`src/logic/dma_chan_cfg_params.svh`:
```
// constants of the dma channel configuration block
// What this block does
// Bits 13 to 11 of the configuration register select the transfer mode, one code being memory-to-memory.
// Bits 9 to 6 hold the destination request line number, unused when the destination is memory.
// Bits 4 to 1 hold the source request line number, unused when the source is memory.
// Bit 0 enables the channel when one and disables it when zero.
// In memory-to-memory mode setting the enable bit starts the transfer.
// The enable bit clears itself when the transfer count reaches zero.
// Clearing the enable bit mid-transfer throws away the data held in the channel fifo.
// After a mid-transfer disable software must reset the channels before starting again.
// To pause cleanly software sets halt, polls active until zero, then clears enable.
// In memory-to-memory mode hardware request lines never start a transfer.
// Software starts a memory-to-memory transfer by writing one to the enable bit.
// Bit 18 set to zero accepts requests and set to one ignores them.
// Read-only bit 17 reads one while the channel fifo holds data and zero when empty.
// The transfer-end interrupt fires only when bit 15 and the control terminal count bit are set.
// Reserved bits 10 and 5 ignore what is written and read as zero.
`ifndef DMA_CHAN_CFG_PARAMS_SVH
`define DMA_CHAN_CFG_PARAMS_SVH

// ------------------------------------------------------------
// register offsets
// ------------------------------------------------------------
`define OFS_CFG        12'h000
`define OFS_CTRL       12'h004
`define OFS_IRQ_STAT   12'h008
`define OFS_IRQ_MASK   12'h00C

// ------------------------------------------------------------
// field positions
// ------------------------------------------------------------
`define CFG_EN_BIT     0
`define CFG_SRC_LSB    1
`define CFG_DST_LSB    6
`define CFG_FLOW_LSB   11
`define CFG_IE_BIT     14
`define CFG_ITC_BIT    15
`define CFG_LOCK_BIT   16
`define CFG_ACT_BIT    17
`define CFG_HALT_BIT   18
`define CTRL_TC_BIT    31
`define CTRL_CNT_W     12
`define FLOW_M2M       3'h0
`define FLOW_M2P       3'h1
`define FLOW_P2M       3'h2
`define FLOW_P2P       3'h3
`define IRQ_TC_BIT     0
`define IRQ_ERR_BIT    1
`define CFG_RST        32'h0000_0000
`define CTRL_RST       32'h0000_0000
`define FIFO_DEPTH     4

`endif

```
`src/logic/dma_chan_pkg.sv`:
```
// types of the dma channel configuration block
package dma_chan_pkg;
    typedef enum logic [1:0] {
        CH_IDLE,
        CH_WAIT_REQ,
        CH_MOVE
    } ch_state_t;
endpackage

```
`src/logic/dma_chan_cfg.sv`:
```
// channel configuration, enable sequencing and ahb-lite register slave
//
// Added by the designer: the register offsets and register access over AHB-Lite.
`include "dma_chan_cfg_params.svh"
`timescale 1ns/10ps
`default_nettype none
module dma_chan_cfg
    import dma_chan_pkg::*;
#(
    parameter int CNT_W = `CTRL_CNT_W
) (
    // clock and reset
    input  wire logic        sys_clk_i,
    input  wire logic        srst_i,
    // ahb-lite slave
    input  wire logic        hsel_i,
    input  wire logic [11:0] haddr_i,
    input  wire logic [1:0]  htrans_i,
    input  wire logic        hwrite_i,
    input  wire logic [2:0]  hsize_i,
    input  wire logic [31:0] hwdata_i,
    input  wire logic        hready_i,
    output logic [31:0]      hrdata_o,
    output logic             hreadyout_o,
    output logic             hresp_o,
    // peripheral request lines
    input  wire logic [15:0] dma_req_i,
    // channel status
    output logic             busy_o,
    output logic             xfer_ack_o,
    output logic [3:0]       req_line_o,
    output logic             irq_o
);
    // ------------------------------------------------------------
    // registers
    // ------------------------------------------------------------
    logic [31:0]      cfg_r;
    logic [CNT_W-1:0] count_r;
    logic             tc_ie_r;
    logic [1:0]       irq_stat_r;
    logic [1:0]       irq_mask_r;
    ch_state_t        state_r;
    logic             ap_wr_r;
    logic             ap_rd_r;
    logic [11:0]      ap_addr_r;
    logic             push;
    logic             pop;
    logic             flush;
    logic             fifo_full;
    logic             fifo_act;

    wire logic [2:0] flow     = cfg_r[`CFG_FLOW_LSB+2:`CFG_FLOW_LSB];
    wire logic [3:0] dst_line = cfg_r[`CFG_DST_LSB+3:`CFG_DST_LSB];
    wire logic [3:0] src_line = cfg_r[`CFG_SRC_LSB+3:`CFG_SRC_LSB];
    wire logic       enable   = cfg_r[`CFG_EN_BIT];
    wire logic       halt     = cfg_r[`CFG_HALT_BIT];

    function automatic logic [3:0] pick_line(input logic [2:0] f, input logic [3:0] s,
                                             input logic [3:0] d);
        // memory-to-peripheral watches the destination line, every other flow code the source line
        pick_line = (f == `FLOW_M2P) ? d : s;
    endfunction

    // ------------------------------------------------------------
    // ahb-lite address phase capture
    // ------------------------------------------------------------
    // write data arrives one cycle after its address, so the address is held for the data phase
    wire logic ap_valid = hsel_i && htrans_i[1] && hready_i;

    always_ff @(posedge sys_clk_i) begin
        if (srst_i) begin
            ap_wr_r   <= 1'b0;
            ap_rd_r   <= 1'b0;
            ap_addr_r <= 12'h000;
        end else begin
            ap_wr_r   <= ap_valid && hwrite_i;
            ap_rd_r   <= ap_valid && !hwrite_i;
            ap_addr_r <= haddr_i;
        end
    end

    wire logic wr_cfg  = ap_wr_r && ap_addr_r == `OFS_CFG;
    wire logic wr_ctrl = ap_wr_r && ap_addr_r == `OFS_CTRL;
    wire logic en_fall = wr_cfg && enable && !hwdata_i[`CFG_EN_BIT];

    // ------------------------------------------------------------
    // transfer sequencing
    // ------------------------------------------------------------
    // memory copies move one beat a cycle until the fifo fills, then one every other cycle; peripheral flows need a request per beat
    // the watched line is chosen by flow, so a memory end never gates a beat
    // a count of zero leaves the channel busy with no beats: load a count first
    wire logic m2m      = (flow == `FLOW_M2M);
    wire logic hw_req   = dma_req_i[pick_line(flow, src_line, dst_line)];
    wire logic cnt_zero = (count_r == '0);
    // a beat waits while the fifo is full, so every counted beat is pushed and acknowledged
    wire logic beat     = (state_r == CH_MOVE) && !cnt_zero && !fifo_full;
    wire logic last     = beat && count_r == CNT_W'(1);

    always_ff @(posedge sys_clk_i) begin
        if (srst_i) begin
            state_r <= CH_IDLE;
        end else if (!enable || en_fall) begin
            state_r <= CH_IDLE;
        end else begin
            case (state_r)
                CH_IDLE: begin
                    if (m2m) begin
                        state_r <= CH_MOVE;
                    end else begin
                        state_r <= CH_WAIT_REQ;
                    end
                end
                CH_WAIT_REQ: begin
                    if (!m2m && !halt && hw_req) begin
                        state_r <= CH_MOVE;
                    end
                end
                CH_MOVE: begin
                    if (last) begin
                        state_r <= CH_IDLE;
                    end else if (!m2m) begin
                        state_r <= CH_WAIT_REQ;
                    end
                end
                default: state_r <= CH_IDLE;
            endcase
        end
    end

    always_ff @(posedge sys_clk_i) begin
        if (srst_i) begin
            count_r <= '0;
            tc_ie_r <= 1'b0;
        end else if (wr_ctrl) begin
            count_r <= hwdata_i[CNT_W-1:0];
            tc_ie_r <= hwdata_i[`CTRL_TC_BIT];
        end else if (beat) begin
            count_r <= count_r - CNT_W'(1);
        end
    end

    // ------------------------------------------------------------
    // fifo occupancy
    // ------------------------------------------------------------
    // occupancy only: no data is stored, the level stands for words in flight
    // the level drains one word a cycle whenever nothing is pushed
    // a disable in mid-transfer flushes the level, so buffered words are lost
    // and software has to reinitialise the channels before the next start
    assign push  = beat;
    assign pop   = fifo_act && !push;
    assign flush = en_fall && (state_r != CH_IDLE);

    dma_chan_fifo_track #(
        .DEPTH (`FIFO_DEPTH)
    ) u_fifo (
        .sys_clk_i   (sys_clk_i),
        .srst_i      (srst_i),
        .push_i      (push),
        .pop_i       (pop),
        .flush_i     (flush),
        .full_o      (fifo_full),
        .not_empty_o (fifo_act)
    );

    // ------------------------------------------------------------
    // configuration register
    // ------------------------------------------------------------
    localparam logic [31:0] CFG_WMASK = 32'h0005_FBDF;

    always_ff @(posedge sys_clk_i) begin
        if (srst_i) begin
            cfg_r <= `CFG_RST;
        end else if (wr_cfg) begin
            cfg_r <= hwdata_i & CFG_WMASK;
        end else if (last) begin
            cfg_r[`CFG_EN_BIT] <= 1'b0;
        end
    end

    // ------------------------------------------------------------
    // interrupts: set wins over write-one-to-clear
    // ------------------------------------------------------------
    // status bit 0: transfer end, bit 1: fifo flushed by a mid-transfer disable
    // the output looks at the next status value, so it follows status without extra lag
    wire logic [1:0] irq_set = {flush, last && cfg_r[`CFG_ITC_BIT] && tc_ie_r};
    wire logic [1:0] irq_clr = (ap_wr_r && ap_addr_r == `OFS_IRQ_STAT) ? hwdata_i[1:0] : 2'h0;

    always_ff @(posedge sys_clk_i) begin
        if (srst_i) begin
            irq_stat_r <= 2'h0;
            irq_mask_r <= 2'h0;
        end else begin
            irq_stat_r <= (irq_stat_r & ~irq_clr) | irq_set;
            if (ap_wr_r && ap_addr_r == `OFS_IRQ_MASK) begin
                irq_mask_r <= hwdata_i[1:0];
            end
        end
    end

    // ------------------------------------------------------------
    // read data and registered outputs
    // ------------------------------------------------------------
    // read data is registered at the address edge, so it stands through the data phase
    // and the slave never needs a wait state
    logic [31:0] rd_mux;
    always_comb begin
        rd_mux = 32'h0000_0000;
        case (haddr_i)
            `OFS_CFG: begin
                rd_mux = cfg_r;
                rd_mux[`CFG_ACT_BIT] = fifo_act;
            end
            `OFS_CTRL:     rd_mux = {tc_ie_r, {(31-CNT_W){1'b0}}, count_r};
            `OFS_IRQ_STAT: rd_mux = {30'h0, irq_stat_r};
            `OFS_IRQ_MASK: rd_mux = {30'h0, irq_mask_r};
            default:       rd_mux = 32'h0000_0000;
        endcase
    end

    always_ff @(posedge sys_clk_i) begin
        if (srst_i) begin
            hrdata_o   <= 32'h0000_0000;
            busy_o     <= 1'b0;
            xfer_ack_o <= 1'b0;
            req_line_o <= 4'h0;
            irq_o      <= 1'b0;
        end else begin
            if (ap_valid && !hwrite_i) begin
                hrdata_o <= rd_mux;
            end
            busy_o     <= (state_r != CH_IDLE);
            xfer_ack_o <= push;
            req_line_o <= pick_line(flow, src_line, dst_line);
            irq_o      <= |(((irq_stat_r & ~irq_clr) | irq_set) & irq_mask_r);
        end
    end

    assign hreadyout_o = 1'b1;
    assign hresp_o     = 1'b0;
endmodule
`default_nettype wire

```
`src/logic/dma_chan_fifo_track.sv`:
```
// occupancy tracker of the channel fifo
`timescale 1ns/10ps
`default_nettype none
module dma_chan_fifo_track #(
    parameter int DEPTH = 4
) (
    // clock and reset
    input  wire logic  sys_clk_i,
    input  wire logic  srst_i,
    // control
    input  wire logic  push_i,
    input  wire logic  pop_i,
    input  wire logic  flush_i,
    // status
    output logic       full_o,
    output logic       not_empty_o
);
    localparam int CW = $clog2(DEPTH + 1);
    logic [CW-1:0] level_r;

    always_ff @(posedge sys_clk_i) begin
        if (srst_i || flush_i) begin
            level_r <= '0;
        end else if (push_i && !pop_i && level_r != CW'(DEPTH)) begin
            level_r <= level_r + CW'(1);
        end else if (pop_i && !push_i && level_r != '0) begin
            level_r <= level_r - CW'(1);
        end
    end

    assign full_o      = (level_r == CW'(DEPTH));
    assign not_empty_o = (level_r != '0);
endmodule
`default_nettype wire

```
`config.mk`:
```
export PLATFORM = sky130hd
export DESIGN_NAME = dma_chan_cfg
export DESIGN_NICKNAME = d
export VERILOG_FILES = /design/src/logic/dma_chan_pkg.sv /design/src/logic/dma_chan_cfg.sv /design/src/logic/dma_chan_fifo_track.sv
export VERILOG_INCLUDE_DIRS = /design/src /design/src/logic
export SDC_FILE = /design/constraint.sdc
export NUM_CORES = 1
export LEC_CHECK = 0
export ABC_AREA = 1
export BUFFER_PORTS_ARGS = -buffer_cell sky130_fd_sc_hd__buf_2
export CAP_MARGIN = 30
export CORE_MARGIN = 2
export CORE_UTILIZATION = 37
export DETAILED_ROUTE_END_ITERATION = 8
export GPL_TIMING_DRIVEN = 0
export SLEW_MARGIN = 30
export SYNTH_ARGS = -nofsm -noshare
export SYNTH_HDL_FRONTEND = slang
export SYNTH_SLANG_ARGS = --single-unit
```
`constraint.sdc`:
```
create_clock -name sys_clk_i -period 4.5 [get_ports sys_clk_i]
set_input_delay 0.225 -clock sys_clk_i [delete_from_list [all_inputs] [get_ports sys_clk_i]]
set_output_delay 0.225 -clock sys_clk_i [all_outputs]
set_load 0.01 [all_outputs]
```
==> flow_summary.json, run 1 <==
{
  "run_status": "finished, final reports clean",
  "globalplace.congestion": 0.899,
  "postLayoutCoreUtil_pct": 46.3,
  "place.port_buffers": 79,
  "fp.dieArea_sq_um": 10800,
  "setup_violations": 0,
  "synth.cell_area_sq_um": 3690,
  "fin_crit_sh_pct": 46.1,
  "commonest_non_fill_non_tap_cell_in_the_layout": "sky130_fd_sc_hd__nand2_1",
  "clk_tree_root_cell": "sky130_fd_sc_hd__clkbuf_8",
  "core_area_sq_um": 9730,
  "die_width_um": 104,
  "cp_data_required_time_ps": 4780,
  "postPlaceCellArea_sq_um": 4300,
  "final_hold_viol_count": 0,
  "antenna_found_initial": 0,
  "leakagePower_uw": 0.00196,
  "layout_min_cycle_time_ps": 2070,
  "final.setup_skew_ps": 7.41,
  "cts_htree_levels": 3,
  "timing.critical_path.slowest_stage_cell": "sky130_fd_sc_hd__fa_1",
  "synth-xor-area-share_pct": 1.66,
  "remaining_overflow_grt": 0,
  "critical_path.cell_chain": "inv_1 -> ha_1 -> nand4_1 -> nand2_1 -> nor2_4 -> inv_6 -> fa_1 -> a21o_1 -> a21oi_1",
  "placementRows": 36,
  "via_per_inst": 4.76,
  "seq_area_frac_synth_pct": 42.3,
  "clock_tree.buffer_depth": 2,
  "max-vdd-ir-drop_mv": 0.163,
  "yosys.area_share.adder_pct": 1.56,
  "critPathTopFamily": "adder cells",
  "drt-pass1-iter-count": 4,
  "synth.top_cell.area_share_pct": 42.3,
  "power_after_layout_uw": 1410,
  "yosys-mux-area-fraction_pct": 0,
  "holdBufCountCts": 0,
  "global_route.usage.total_pct": 18.5,
  "dr_wl_met2_mm": 4.65,
  "post-route-drc-count": 0,
  "wire_length_reported_by_the_detailed_router_mm": 9.73,
  "largest_family_of_logic_cells_by_synthesized_area": "simple AND/OR/NAND/NOR gates",
  "max_freq_mhz": 482,
  "synth_area_per_cell_sq_um": 7.33,
  "critical_path_buf_inv_count": 2,
  "yosys_warning_total": 0,
  "endpoint_kind": "flip-flop",
  "cts_tree": "yes",
  "critical_path.max_stage_delay_ps": 450,
  "initial_core_util_pct": 38.0,
  "area_growth_pct": 22.0,
  "num_antenna_cells": 0,
  "largest_net_degree_at_the_start_of_global_routing": 13,
  "critical_path_class": "reg2reg",
  "top_signal_layer_used": "met4",
  "worst_slew_pin_slew_ps": 652,
  "nets": 680,
  "clock_latency_late_sink_ps": 350,
  "grt_setup_unrepaired": "no",
  "via_count_of_the_first_global_routing_pass": 3317,
  "yosys_register_bits": 78,
  "yosysUniqueCellTypes": 38,
  "routed_wire_length_per_instance_um": 13.1,
  "cts_made_buffers": 9,
  "synth_largest_area_cell": "sky130_fd_sc_hd__dfxtp_1",
  "wire_length_of_the_first_global_routing_pass_mm": 15.9,
  "via_count": 3539,
  "layout.cells.most_common_list": "84 x sky130_fd_sc_hd__nand2_1, 79 x sky130_fd_sc_hd__buf_2, 78 x sky130_fd_sc_hd__dfxtp_1, 56 x sky130_fd_sc_hd__nor2_1, 55 x sky130_fd_sc_hd__inv_1",
  "boundaryPins": 111,
  "yosys.area_share.simple_pct": 28.2,
  "post_synth_main_area_contributors": "sky130_fd_sc_hd__dfxtp_1 42%, sky130_fd_sc_hd__nand2_1 8.5%, sky130_fd_sc_hd__nand3_1 6.4%, sky130_fd_sc_hd__a21oi_1 6.1%, sky130_fd_sc_hd__nor2_1 5.7%",
  "critPathMaxFanout": 7,
  "number_of_instances_in_the_synthesized_netlist": 504,
  "slew_headroom_pct": 56.5,
  "final_layout_size_suffix_gt1_share_pct": 21.1,
  "post_dp_hpwl_mm": 7.68,
  "synth_compound_area_share_pct": 15.5,
  "wirelength_met1_mm": 4.44,
  "fp.dieH_um": 104,
  "final_antenna_net_count": 0,
  "wl_met3_um": 522,
  "cts_num_sinks": 78,
  "finalSetupTns_ps": 0,
  "starting_drc_count_in_detailed_routing": 155,
  "clk_pin_slew_worst_paths_ps": 80,
  "drv.max_cap_violation_count": 0,
  "final_area_sq_um": 4500,
  "post_cts_resize_count": 0,
  "pd_cells_nw_per_um2": 313,
  "worst_hold_path_type": "in2reg",
  "final_max_slew_viol_count": 0,
  "post_cts.repair.setup_buffers": 0,
  "setup.worst_path.start_class": "flip-flop",
  "timing.critical_path.arrival_ps": 2350
}
-- metrics by stage --
stage / setup WS, ps / hold slack (ps) / std cells
global route: 2240 / 75.8 / 743
detailed placement: 2440 / 440 / 728
finish: 2430 / 88.1 / 743
floorplan: 2690 / 350 / 516
CTS: 2410 / 78.5 / 743
global placement: 2470 / 435 / 728
-- state kept, by name (all words and copies together) (netlist names), 2 cells and up --
| register | cells |
|---|---|
| ap_addr_r | 12 |
| cfg_r | 16 |
| count_r | 12 |
| hrdata_o | 20 |
| irq_mask_r | 2 |
| irq_stat_r | 2 |
| req_line_o | 4 |
| state_r | 2 |
| u_fifo.level_r | 3 |
-- cells in the mapped netlist --
| master | count |
|---|---|
| sky130_fd_sc_hd__o21ai_2 | 1 |
| sky130_fd_sc_hd__xor2_1 | 6 |
| sky130_fd_sc_hd__ha_1 | 3 |
| sky130_fd_sc_hd__nand2_1 | 84 |
| sky130_fd_sc_hd__nor3_1 | 11 |
| sky130_fd_sc_hd__xnor2_1 | 1 |
| sky130_fd_sc_hd__a21o_1 | 1 |
| sky130_fd_sc_hd__buf_4 | 14 |
| sky130_fd_sc_hd__nor3_2 | 2 |
| sky130_fd_sc_hd__conb_1 | 2 |
| sky130_fd_sc_hd__o21ai_1 | 2 |
| sky130_fd_sc_hd__nand2_4 | 2 |
| sky130_fd_sc_hd__nand3b_1 | 2 |
| sky130_fd_sc_hd__nand4_1 | 6 |
| sky130_fd_sc_hd__nor3_4 | 2 |
| sky130_fd_sc_hd__inv_1 | 55 |
| sky130_fd_sc_hd__inv_6 | 1 |
| sky130_fd_sc_hd__clkbuf_1 | 14 |
| sky130_fd_sc_hd__o22ai_1 | 7 |
| sky130_fd_sc_hd__inv_2 | 3 |
| sky130_fd_sc_hd__nand3_1 | 47 |
| sky130_fd_sc_hd__nand3_2 | 2 |
| sky130_fd_sc_hd__dfxtp_1 | 78 |
| sky130_fd_sc_hd__a311oi_2 | 1 |
| sky130_fd_sc_hd__nand2_2 | 2 |
| sky130_fd_sc_hd__o21ai_0 | 35 |
| sky130_fd_sc_hd__fa_1 | 1 |
| sky130_fd_sc_hd__a21oi_1 | 45 |
| sky130_fd_sc_hd__inv_4 | 1 |
| sky130_fd_sc_hd__nor2_4 | 3 |
| sky130_fd_sc_hd__nor2_8 | 1 |
| sky130_fd_sc_hd__nor2_2 | 1 |
| sky130_fd_sc_hd__nor2_1 | 56 |
| sky130_fd_sc_hd__o221ai_2 | 1 |
| sky130_fd_sc_hd__a31oi_1 | 2 |
| sky130_fd_sc_hd__o211ai_1 | 3 |
| sky130_fd_sc_hd__nor4_1 | 1 |
| sky130_fd_sc_hd__a22oi_1 | 5 |
-- worst register-to-register path, delay by kind of cell (launching register included) --
| kind | cells | cell delay [ps] |
|---|---|---|
| compound gates | 2 | 270 |
| fa+ha+maj | 2 | 670 |
| buf+inv | 2 | 220 |
| flops | 1 | 410 |
| simple gates | 3 | 440 |
-- kinds of logic after synthesis --
kind of cell,after synthesis
AOI/OAI and AO/OA,103
xor gates and xnor gates,7
adders and majority gates,4
buffers and inverters,88
DFF,78
other,2
and+or+nand+nor,222
-- power breakdown --
| part | internal, uW | switching (uW) | total (uW) |
|---|---|---|---|
| clock network | 309 | 254 | 563 |
| logic | 54.7 | 75.3 | 130 |
| registers | 706 | 12.2 | 718 |
-- metal layers --
metal	vias up	global-route usage (%)
li1	1836	-
met1	1600	23.6
met2	95	31.9
met3	8	3.76
met4	0	4.63
met5	-	0
-- cell type report --
class | instances | area, sq um
fill | 1037 | 5230
multi-input combinational | 350 | 1790
sequential | 78 | 1560
timing repair buffer | 79 | 395
inverter | 60 | 233
tap | 133 | 166
buffer | 28 | 158
clock buffer | 11 | 131
clock inverter | 4 | 72.6
-- path summary, 6_finish.rpt --
check	slack, ps	cells after the start	to	startpoint
setup / recovery	2430	9	u_fifo.level_r[2]	count_r[0]
hold / removal	90	3	ap_addr_r[7]	haddr_i[7]
setup reg to reg	2430	9	u_fifo.level_r[2]	count_r[0]
hold reg to reg	450	2	irq_o	irq_mask_r[0]
Power figures use the tool's default switching activity.
==> run 2, diff against run 1 <==
- clock period: 4.5 -> 1.8 ns (I/O delays scaled with it)
==> run 2 against run 1 <==
The flow now finishes with violations (negative hold slack); sequential cell count unchanged; largest cell class unchanged; critical path type unchanged; critical path depth rose by 3; count of clock-buffer cells in the layout up 1.
==> flow_summary.json, run 2 (synthesis gave the netlist of run 1 again) <==
{
  "run_status": "complete, but fails checks",
  "failed_checks": "negative hold slack",
  "initial_core_util_pct": 38.0,
  "core_area_sq_um": 9730,
  "via_count_of_the_first_global_routing_pass": 3564,
  "min_from": "hwdata_i[16]",
  "fp.dieArea_sq_um": 10800,
  "finalSetupTns_ps": 0,
  "endpoint_kind": "flip-flop",
  "routed_wire_length_per_instance_um": 13.5,
  "setup_violations": 0,
  "drt-pass1-iter-count": 6,
  "starting_drc_count_in_detailed_routing": 207,
  "layout.cells.most_common_list": "80 x sky130_fd_sc_hd__nand2_1, 79 x sky130_fd_sc_hd__buf_2, 73 x sky130_fd_sc_hd__dfxtp_1, 53 x sky130_fd_sc_hd__nor2_1, 49 x sky130_fd_sc_hd__inv_1",
  "remaining_overflow_grt": 0,
  "clk_tree_root_cell": "sky130_fd_sc_hd__clkbuf_8",
  "final_area_sq_um": 4840,
  "power_after_layout_uw": 3630,
  "cp_data_required_time_ps": 2030,
  "worst_hold_path_type": "in2reg",
  "cts_tree": "yes",
  "globalplace.congestion": 0.889,
  "final_antenna_net_count": 0,
  "drv.max_cap_violation_count": 0,
  "commonest_non_fill_non_tap_cell_in_the_layout": "sky130_fd_sc_hd__nand2_1",
  "leakagePower_uw": 0.00211,
  "global_route.usage.total_pct": 19.4,
  "final_max_slew_viol_count": 0,
  "post_dp_hpwl_mm": 7.80,
  "cts_num_sinks": 78,
  "final_layout_size_suffix_gt1_share_pct": 25.9,
  "largest_registers": "hrdata_o x20, cfg_r x16",
  "post-route-drc-count": 0,
  "wire_length_of_the_first_global_routing_pass_mm": 16.8,
  "via_per_inst": 4.82,
  "critical_path_class": "reg2reg",
  "largest_net_degree_at_the_start_of_global_routing": 13,
  "pd_cells_nw_per_um2": 751,
  "r2r-start": "count_r[4]",
  "layout_min_cycle_time_ps": 1730,
  "slew_headroom_pct": 54.8,
  "largest_reg_flops": 20,
  "cts_made_buffers": 9,
  "reg2reg_depth": 12,
  "antenna_found_initial": 0,
  "critPathMaxFanout": 4,
  "fp.dieH_um": 104,
  "place.port_buffers": 79,
  "clk_pin_slew_worst_paths_ps": 80,
  "worst_hold_slack_ps": -3.12,
  "clock_tree.buffer_depth": 2,
  "grt_setup_unrepaired": "yes",
  "cts_htree_levels": 3,
  "via_count": 3713,
  "final_cell_count_no_fill": 771,
  "boundaryPins": 111,
  "place_inst": 728,
  "num_antenna_cells": 0,
  "timing.critical_path.arrival_ps": 1960,
  "fin_crit_sh_pct": 96.3,
  "placementRows": 36,
  "final.setup_skew_ps": 7.47,
  "postPlaceCellArea_sq_um": 4300,
  "critPathLaunch": "count_r[4]",
  "final_hold_viol_count": 2,
  "wire_length_reported_by_the_detailed_router_mm": 10.4,
  "worstHoldPathCells": 3,
  "max-vdd-ir-drop_mv": 0.434,
  "die_width_um": 104,
  "setup.worst_path.start_class": "flip-flop",
  "nets": 707,
  "max_freq_mhz": 577,
  "area_growth_pct": 30.9,
  "clock_latency_late_sink_ps": 360,
  "max_flop_register": "hrdata_o",
  "worst_slew_pin_slew_ps": 677
}
==> run 2: cell types whose count changed in the layout (fill, tap and decap cells not counted), sizes merged <==
cell	before	now
buf	93	104
clkbuf	25	26
dlygate4sd3	0	16
inv	60	59
clkinv	1	3
clkinvlp	1	0
==> run 2: critical path, stage by stage, from the launching register on <==
cell and delay [ps]:
sky130_fd_sc_hd__dfxtp_1 320, sky130_fd_sc_hd__inv_1 180, sky130_fd_sc_hd__nand2_2 90, sky130_fd_sc_hd__nor2_2 130
sky130_fd_sc_hd__nand4_1 130, sky130_fd_sc_hd__nand2_2 120, sky130_fd_sc_hd__nor2_4 60, sky130_fd_sc_hd__clkinv_4 60
sky130_fd_sc_hd__buf_4 160, sky130_fd_sc_hd__buf_4 130, sky130_fd_sc_hd__nor3_2 30, sky130_fd_sc_hd__a21oi_1 110
sky130_fd_sc_hd__a21oi_1 70
==> run 2: worst paths after layout <==
path | endpoint | slack [ps]
min reg2reg | irq_o | 450
min | cfg_r[16] | -3
max | count_r[4] | 70
max reg2reg | count_r[4] | 70
==> run 2: timing repair <==
item                                    CTS  global route
pin swaps                                 1             6
setup buffers                             2             9
endpoints found under the setup margin    2            24
hold endpoints to repair                 16             0
hold buffers                             16             0
gates resized for setup                   7            24
==> run 2: final cells by class <==
| type | count | area, sq um |
|---|---|---|
| timing repair buffer | 106 | 651 |
| inverter | 60 | 235 |
| multi-input combinational | 350 | 1840 |
| sequential | 78 | 1570 |
| tap | 133 | 166 |
| buffer | 28 | 158 |
| fill | 993 | 4890 |
| clock inverter | 4 | 70.1 |
| clock buffer | 12 | 145 |
==> run 2: layer usage <==
| metal | vias to the layer above | track usage, % | wire length (um) |
|---|---|---|---|
| met4 | 0 | 8.40 | 253 |
| met5 | - | 0 | 0 |
| li1 | 1898 | - | - |
| met1 | 1686 | 24.3 | 4570 |
| met2 | 110 | 32.7 | 4960 |
| met3 | 19 | 3.63 | 591 |
==> run 2: per-stage QoR <==
| step | utilization (%) | worst slack [ps] | hold slack (ps) |
|---|---|---|---|
| finish | 49.7 | 66.8 | -3.12 |
| global route | 49.7 | -33.8 | 27.4 |
| CTS | 48.3 | 0.701 | 1.46 |
| detailed placement | 44.2 | -226 | 311 |
| global placement | 44.2 | -197 | 299 |
| floorplan | - | 12.8 | 215 |
==> run 2: where the power goes <==
group | switching [uW] | internal [uW]
clock network | 649 | 816
logic | 203 | 166
registers | 33.6 | 1760
==> run 3, diff against run 2 <==
- ABC_AREA: 1 -> default
==> run 3 against run 2 <==
The run now ends clean; clock power hardly changed; critical path depth is 6 lower; first-iteration DRC count is 31% lower; sequential power hardly changed; highest routed layer unchanged; largest cell class unchanged.
==> flow_summary.json, run 3 <==
{
  "power_after_layout_uw": 3630,
  "cp_data_required_time_ps": 2100,
  "setup.reg_to_reg.worst_slack_ps": 20,
  "r2r-start": "state_r[0]",
  "post_dp_hpwl_mm": 7.83,
  "postPlaceCellArea_sq_um": 4290,
  "critPathMaxFanout": 6,
  "grt_setup_unrepaired": "yes",
  "critical_path_buf_inv_count": 0,
  "clock_latency_late_sink_ps": 360,
  "async_flop_share_pct": 0,
  "commonest_non_fill_non_tap_cell_in_the_layout": "sky130_fd_sc_hd__buf_2",
  "place.port_buffers": 78,
  "cts_num_sinks": 78,
  "clock_tree.buffer_depth": 2,
  "yosys_register_bits": 78,
  "critical_path_class": "reg2reg",
  "place_inst": 638,
  "yosysUniqueCellTypes": 60,
  "final_hold_viol_count": 0,
  "post-route-drc-count": 0,
  "final.setup_skew_ps": 11.1,
  "min_from": "hwdata_i[1]",
  "post_synth_main_area_contributors": "sky130_fd_sc_hd__dfxtp_1 42%, sky130_fd_sc_hd__a21oi_1 4.4%, sky130_fd_sc_hd__nor2_1 4.1%, sky130_fd_sc_hd__nand2_1 3.7%, sky130_fd_sc_hd__mux4_2 3.7%",
  "pd_cells_nw_per_um2": 707,
  "clk_pin_slew_worst_paths_ps": 80,
  "cts_tree": "yes",
  "layout_min_cycle_time_ps": 1780,
  "seq_area_frac_synth_pct": 42.4,
  "yosys_warning_total": 0,
  "remaining_overflow_grt": 0,
  "endpoint_kind": "flip-flop",
  "worstHoldPathCells": 3,
  "number_of_instances_in_the_synthesized_netlist": 415,
  "die_width_um": 104,
  "fin_crit_sh_pct": 99.0,
  "leakagePower_uw": 0.00202,
  "synth_cell_count_leaders": "78 x sky130_fd_sc_hd__dfxtp_1, 40 x sky130_fd_sc_hd__nor2_1, 36 x sky130_fd_sc_hd__nand2_1",
  "critPathTopFamily": "simple AND/OR/NAND/NOR gates",
  "largest_net_degree_at_the_start_of_global_routing": 14,
  "final_cell_count_no_fill": 697,
  "layout.cells.most_common_list": "80 x sky130_fd_sc_hd__buf_2, 70 x sky130_fd_sc_hd__dfxtp_1, 39 x sky130_fd_sc_hd__nor2_1, 37 x sky130_fd_sc_hd__buf_4, 35 x sky130_fd_sc_hd__nand2_1",
  "drv.max_cap_violation_count": 0,
  "critical_path.cell_chain": "nand2b_4 -> nor2_2 -> nand2_2 -> fa_2 -> or3_1 -> a21oi_1",
  "via_per_inst": 5.04,
  "boundaryPins": 111,
  "drt-pass1-iter-count": 4,
  "cts_htree_levels": 3,
  "via_count": 3515,
  "most_common_cell_in_the_netlist": "sky130_fd_sc_hd__dfxtp_1",
  "timing.critical_path.arrival_ps": 2080,
  "antenna_found_initial": 0,
  "setup.worst_path.start_class": "flip-flop",
  "worst_slew_pin_slew_ps": 704,
  "nets": 633,
  "cts_made_buffers": 9,
  "final_area_sq_um": 5140,
  "synth_ff_type": "sky130_fd_sc_hd__dfxtp_1",
  "synth_largest_area_cell": "sky130_fd_sc_hd__dfxtp_1",
  "num_antenna_cells": 0,
  "placementRows": 36,
  "starting_drc_count_in_detailed_routing": 143,
  "synth.top_cell.area_share_pct": 42.4,
  "wire_length_of_the_first_global_routing_pass_mm": 17.6,
  "timing.critical_path.slowest_stage_cell": "sky130_fd_sc_hd__dfxtp_1",
  "final_antenna_net_count": 0,
  "critical_path.max_stage_delay_ps": 380,
  "max_flop_register": "hrdata_o",
  "routed_wire_length_per_instance_um": 15.8,
  "setup_violations": 0,
  "core_area_sq_um": 9730,
  "globalplace.congestion": 0.838,
  "worst_hold_path_type": "in2reg",
  "fp.dieH_um": 104,
  "max_freq_mhz": 561,
  "synth_area_per_cell_sq_um": 8.87,
  "reg2reg_depth": 6,
  "wire_length_reported_by_the_detailed_router_mm": 11.0,
  "synth_edf_count": 0,
  "largest_reg_flops": 20,
  "hold_end": "cfg_r[1]",
  "via_count_of_the_first_global_routing_pass": 3497,
  "area_growth_pct": 39.6,
  "synth.cell_area_sq_um": 3680,
  "run_status": "finished, final reports clean",
  "initial_core_util_pct": 37.8,
  "rr_endpoint": "u_fifo.level_r[2]",
  "fp.dieArea_sq_um": 10800,
  "postLayoutCoreUtil_pct": 52.8,
  "largest_registers": "hrdata_o x20, cfg_r x16",
  "final_layout_size_suffix_gt1_share_pct": 33.0,
  "final_max_slew_viol_count": 0,
  "global_route.usage.total_pct": 20.7,
  "max-vdd-ir-drop_mv": 0.333,
  "clk_tree_root_cell": "sky130_fd_sc_hd__clkbuf_8",
  "slew_headroom_pct": 53.1
}
==> run 3: changes by cell type in the layout (fill, tap and decap cells not counted), moves of 7 or more <==
cell,delta
sky130_fd_sc_hd__a211oi_1,+7
sky130_fd_sc_hd__a211oi_2,+7
sky130_fd_sc_hd__a21oi_1,-12
sky130_fd_sc_hd__a221oi_1,+8
sky130_fd_sc_hd__buf_4,+13
sky130_fd_sc_hd__dlygate4sd3_1,+10
sky130_fd_sc_hd__inv_1,-43
sky130_fd_sc_hd__mux2i_1,+8
sky130_fd_sc_hd__nand2_1,-45
sky130_fd_sc_hd__nand3_1,-27
sky130_fd_sc_hd__nor2_1,-14
sky130_fd_sc_hd__nor2b_1,+16
sky130_fd_sc_hd__o21ai_0,-15
==> run 3: how the worst max path moves through the flow <==
stage | cells past startpoint | startpoint | slack (ps) | endpoint
floorplan | 7 | count_r[0] | 20 | u_fifo.level_r[2]
global placement | 6 | ap_addr_r[1] | -250 | cfg_r[4]
detailed placement | 6 | ap_addr_r[1] | -260 | cfg_r[9]
CTS | 7 | count_r[0] | -2 | count_r[10]
global route | 6 | count_r[5] | -120 | count_r[10]
finish | 6 | state_r[0] | 20 | u_fifo.level_r[2]
==> run 3: worst min-delay path: cells and delay by family <==
family / cells / cell delay, ps
buf+inv: 1 / 130
simple gates: 1 / 60
compound gates: 1 / 60
==> run 3: report_power, final <==
part,switching [uW],internal (uW)
logic,205,193
clock network,654,784
registers,38.6,1760
total,897,2740
==> run 3: through the flow <==
step                      TNS, ps  worst slack (ps)  hold slack (ps)
after global placement      -5880              -250              318
final                           0              18.3             18.5
after detailed placement    -5930              -259              323
after global routing         -621              -116             20.0
after CTS                   -2.05             -2.05             2.55
after floorplan                 0              24.8              218
==> run 3: area by class of cell <==
type	count	area, sq um
multi-input combinational	302	2100
clock inverter	5	83.8
sequential	78	1580
timing repair buffer	124	813
tap	133	166
inverter	9	36.3
fill	958	4590
buffer	35	226
clock buffer	11	131
==> run 3: logic make-up (layout without fill, tap and decap cells) <==
| family | after synthesis | count (layout) | share of synthesized area, % |
|---|---|---|---|
| xor+xnor | 10 | 10 | 2.38 |
| flops | 78 | 78 | 42.4 |
| compound gates | 88 | 88 | 15.4 |
| other cells | 2 | 14 | 0.204 |
| fa+ha+maj | 4 | 4 | 1.56 |
| buf+inv | 47 | 184 | 6.66 |
| mux | 16 | 16 | 6.39 |
| simple gates | 170 | 170 | 24.9 |
==> run 3: per-layer routing <==
| layer | GRT usage, % | up-vias | routed length [um] |
|---|---|---|---|
| met1 | 24.7 | 1670 | 4620 |
| met3 | 4.47 | 12 | 565 |
| li1 | - | 1738 | - |
| met2 | 36.8 | 95 | 5690 |
| met4 | 6.76 | 0 | 158 |
| met5 | 0 | - | 0 |
==> run 3: what timing repair did <==
item                                    4_1_cts  5_1_grt
hold endpoints to repair                     26        0
pin swaps                                    14       21
hold buffers                                 26        0
buffers inserted                              9       11
gates resized for setup                      37       19
endpoints found under the setup margin       34       28
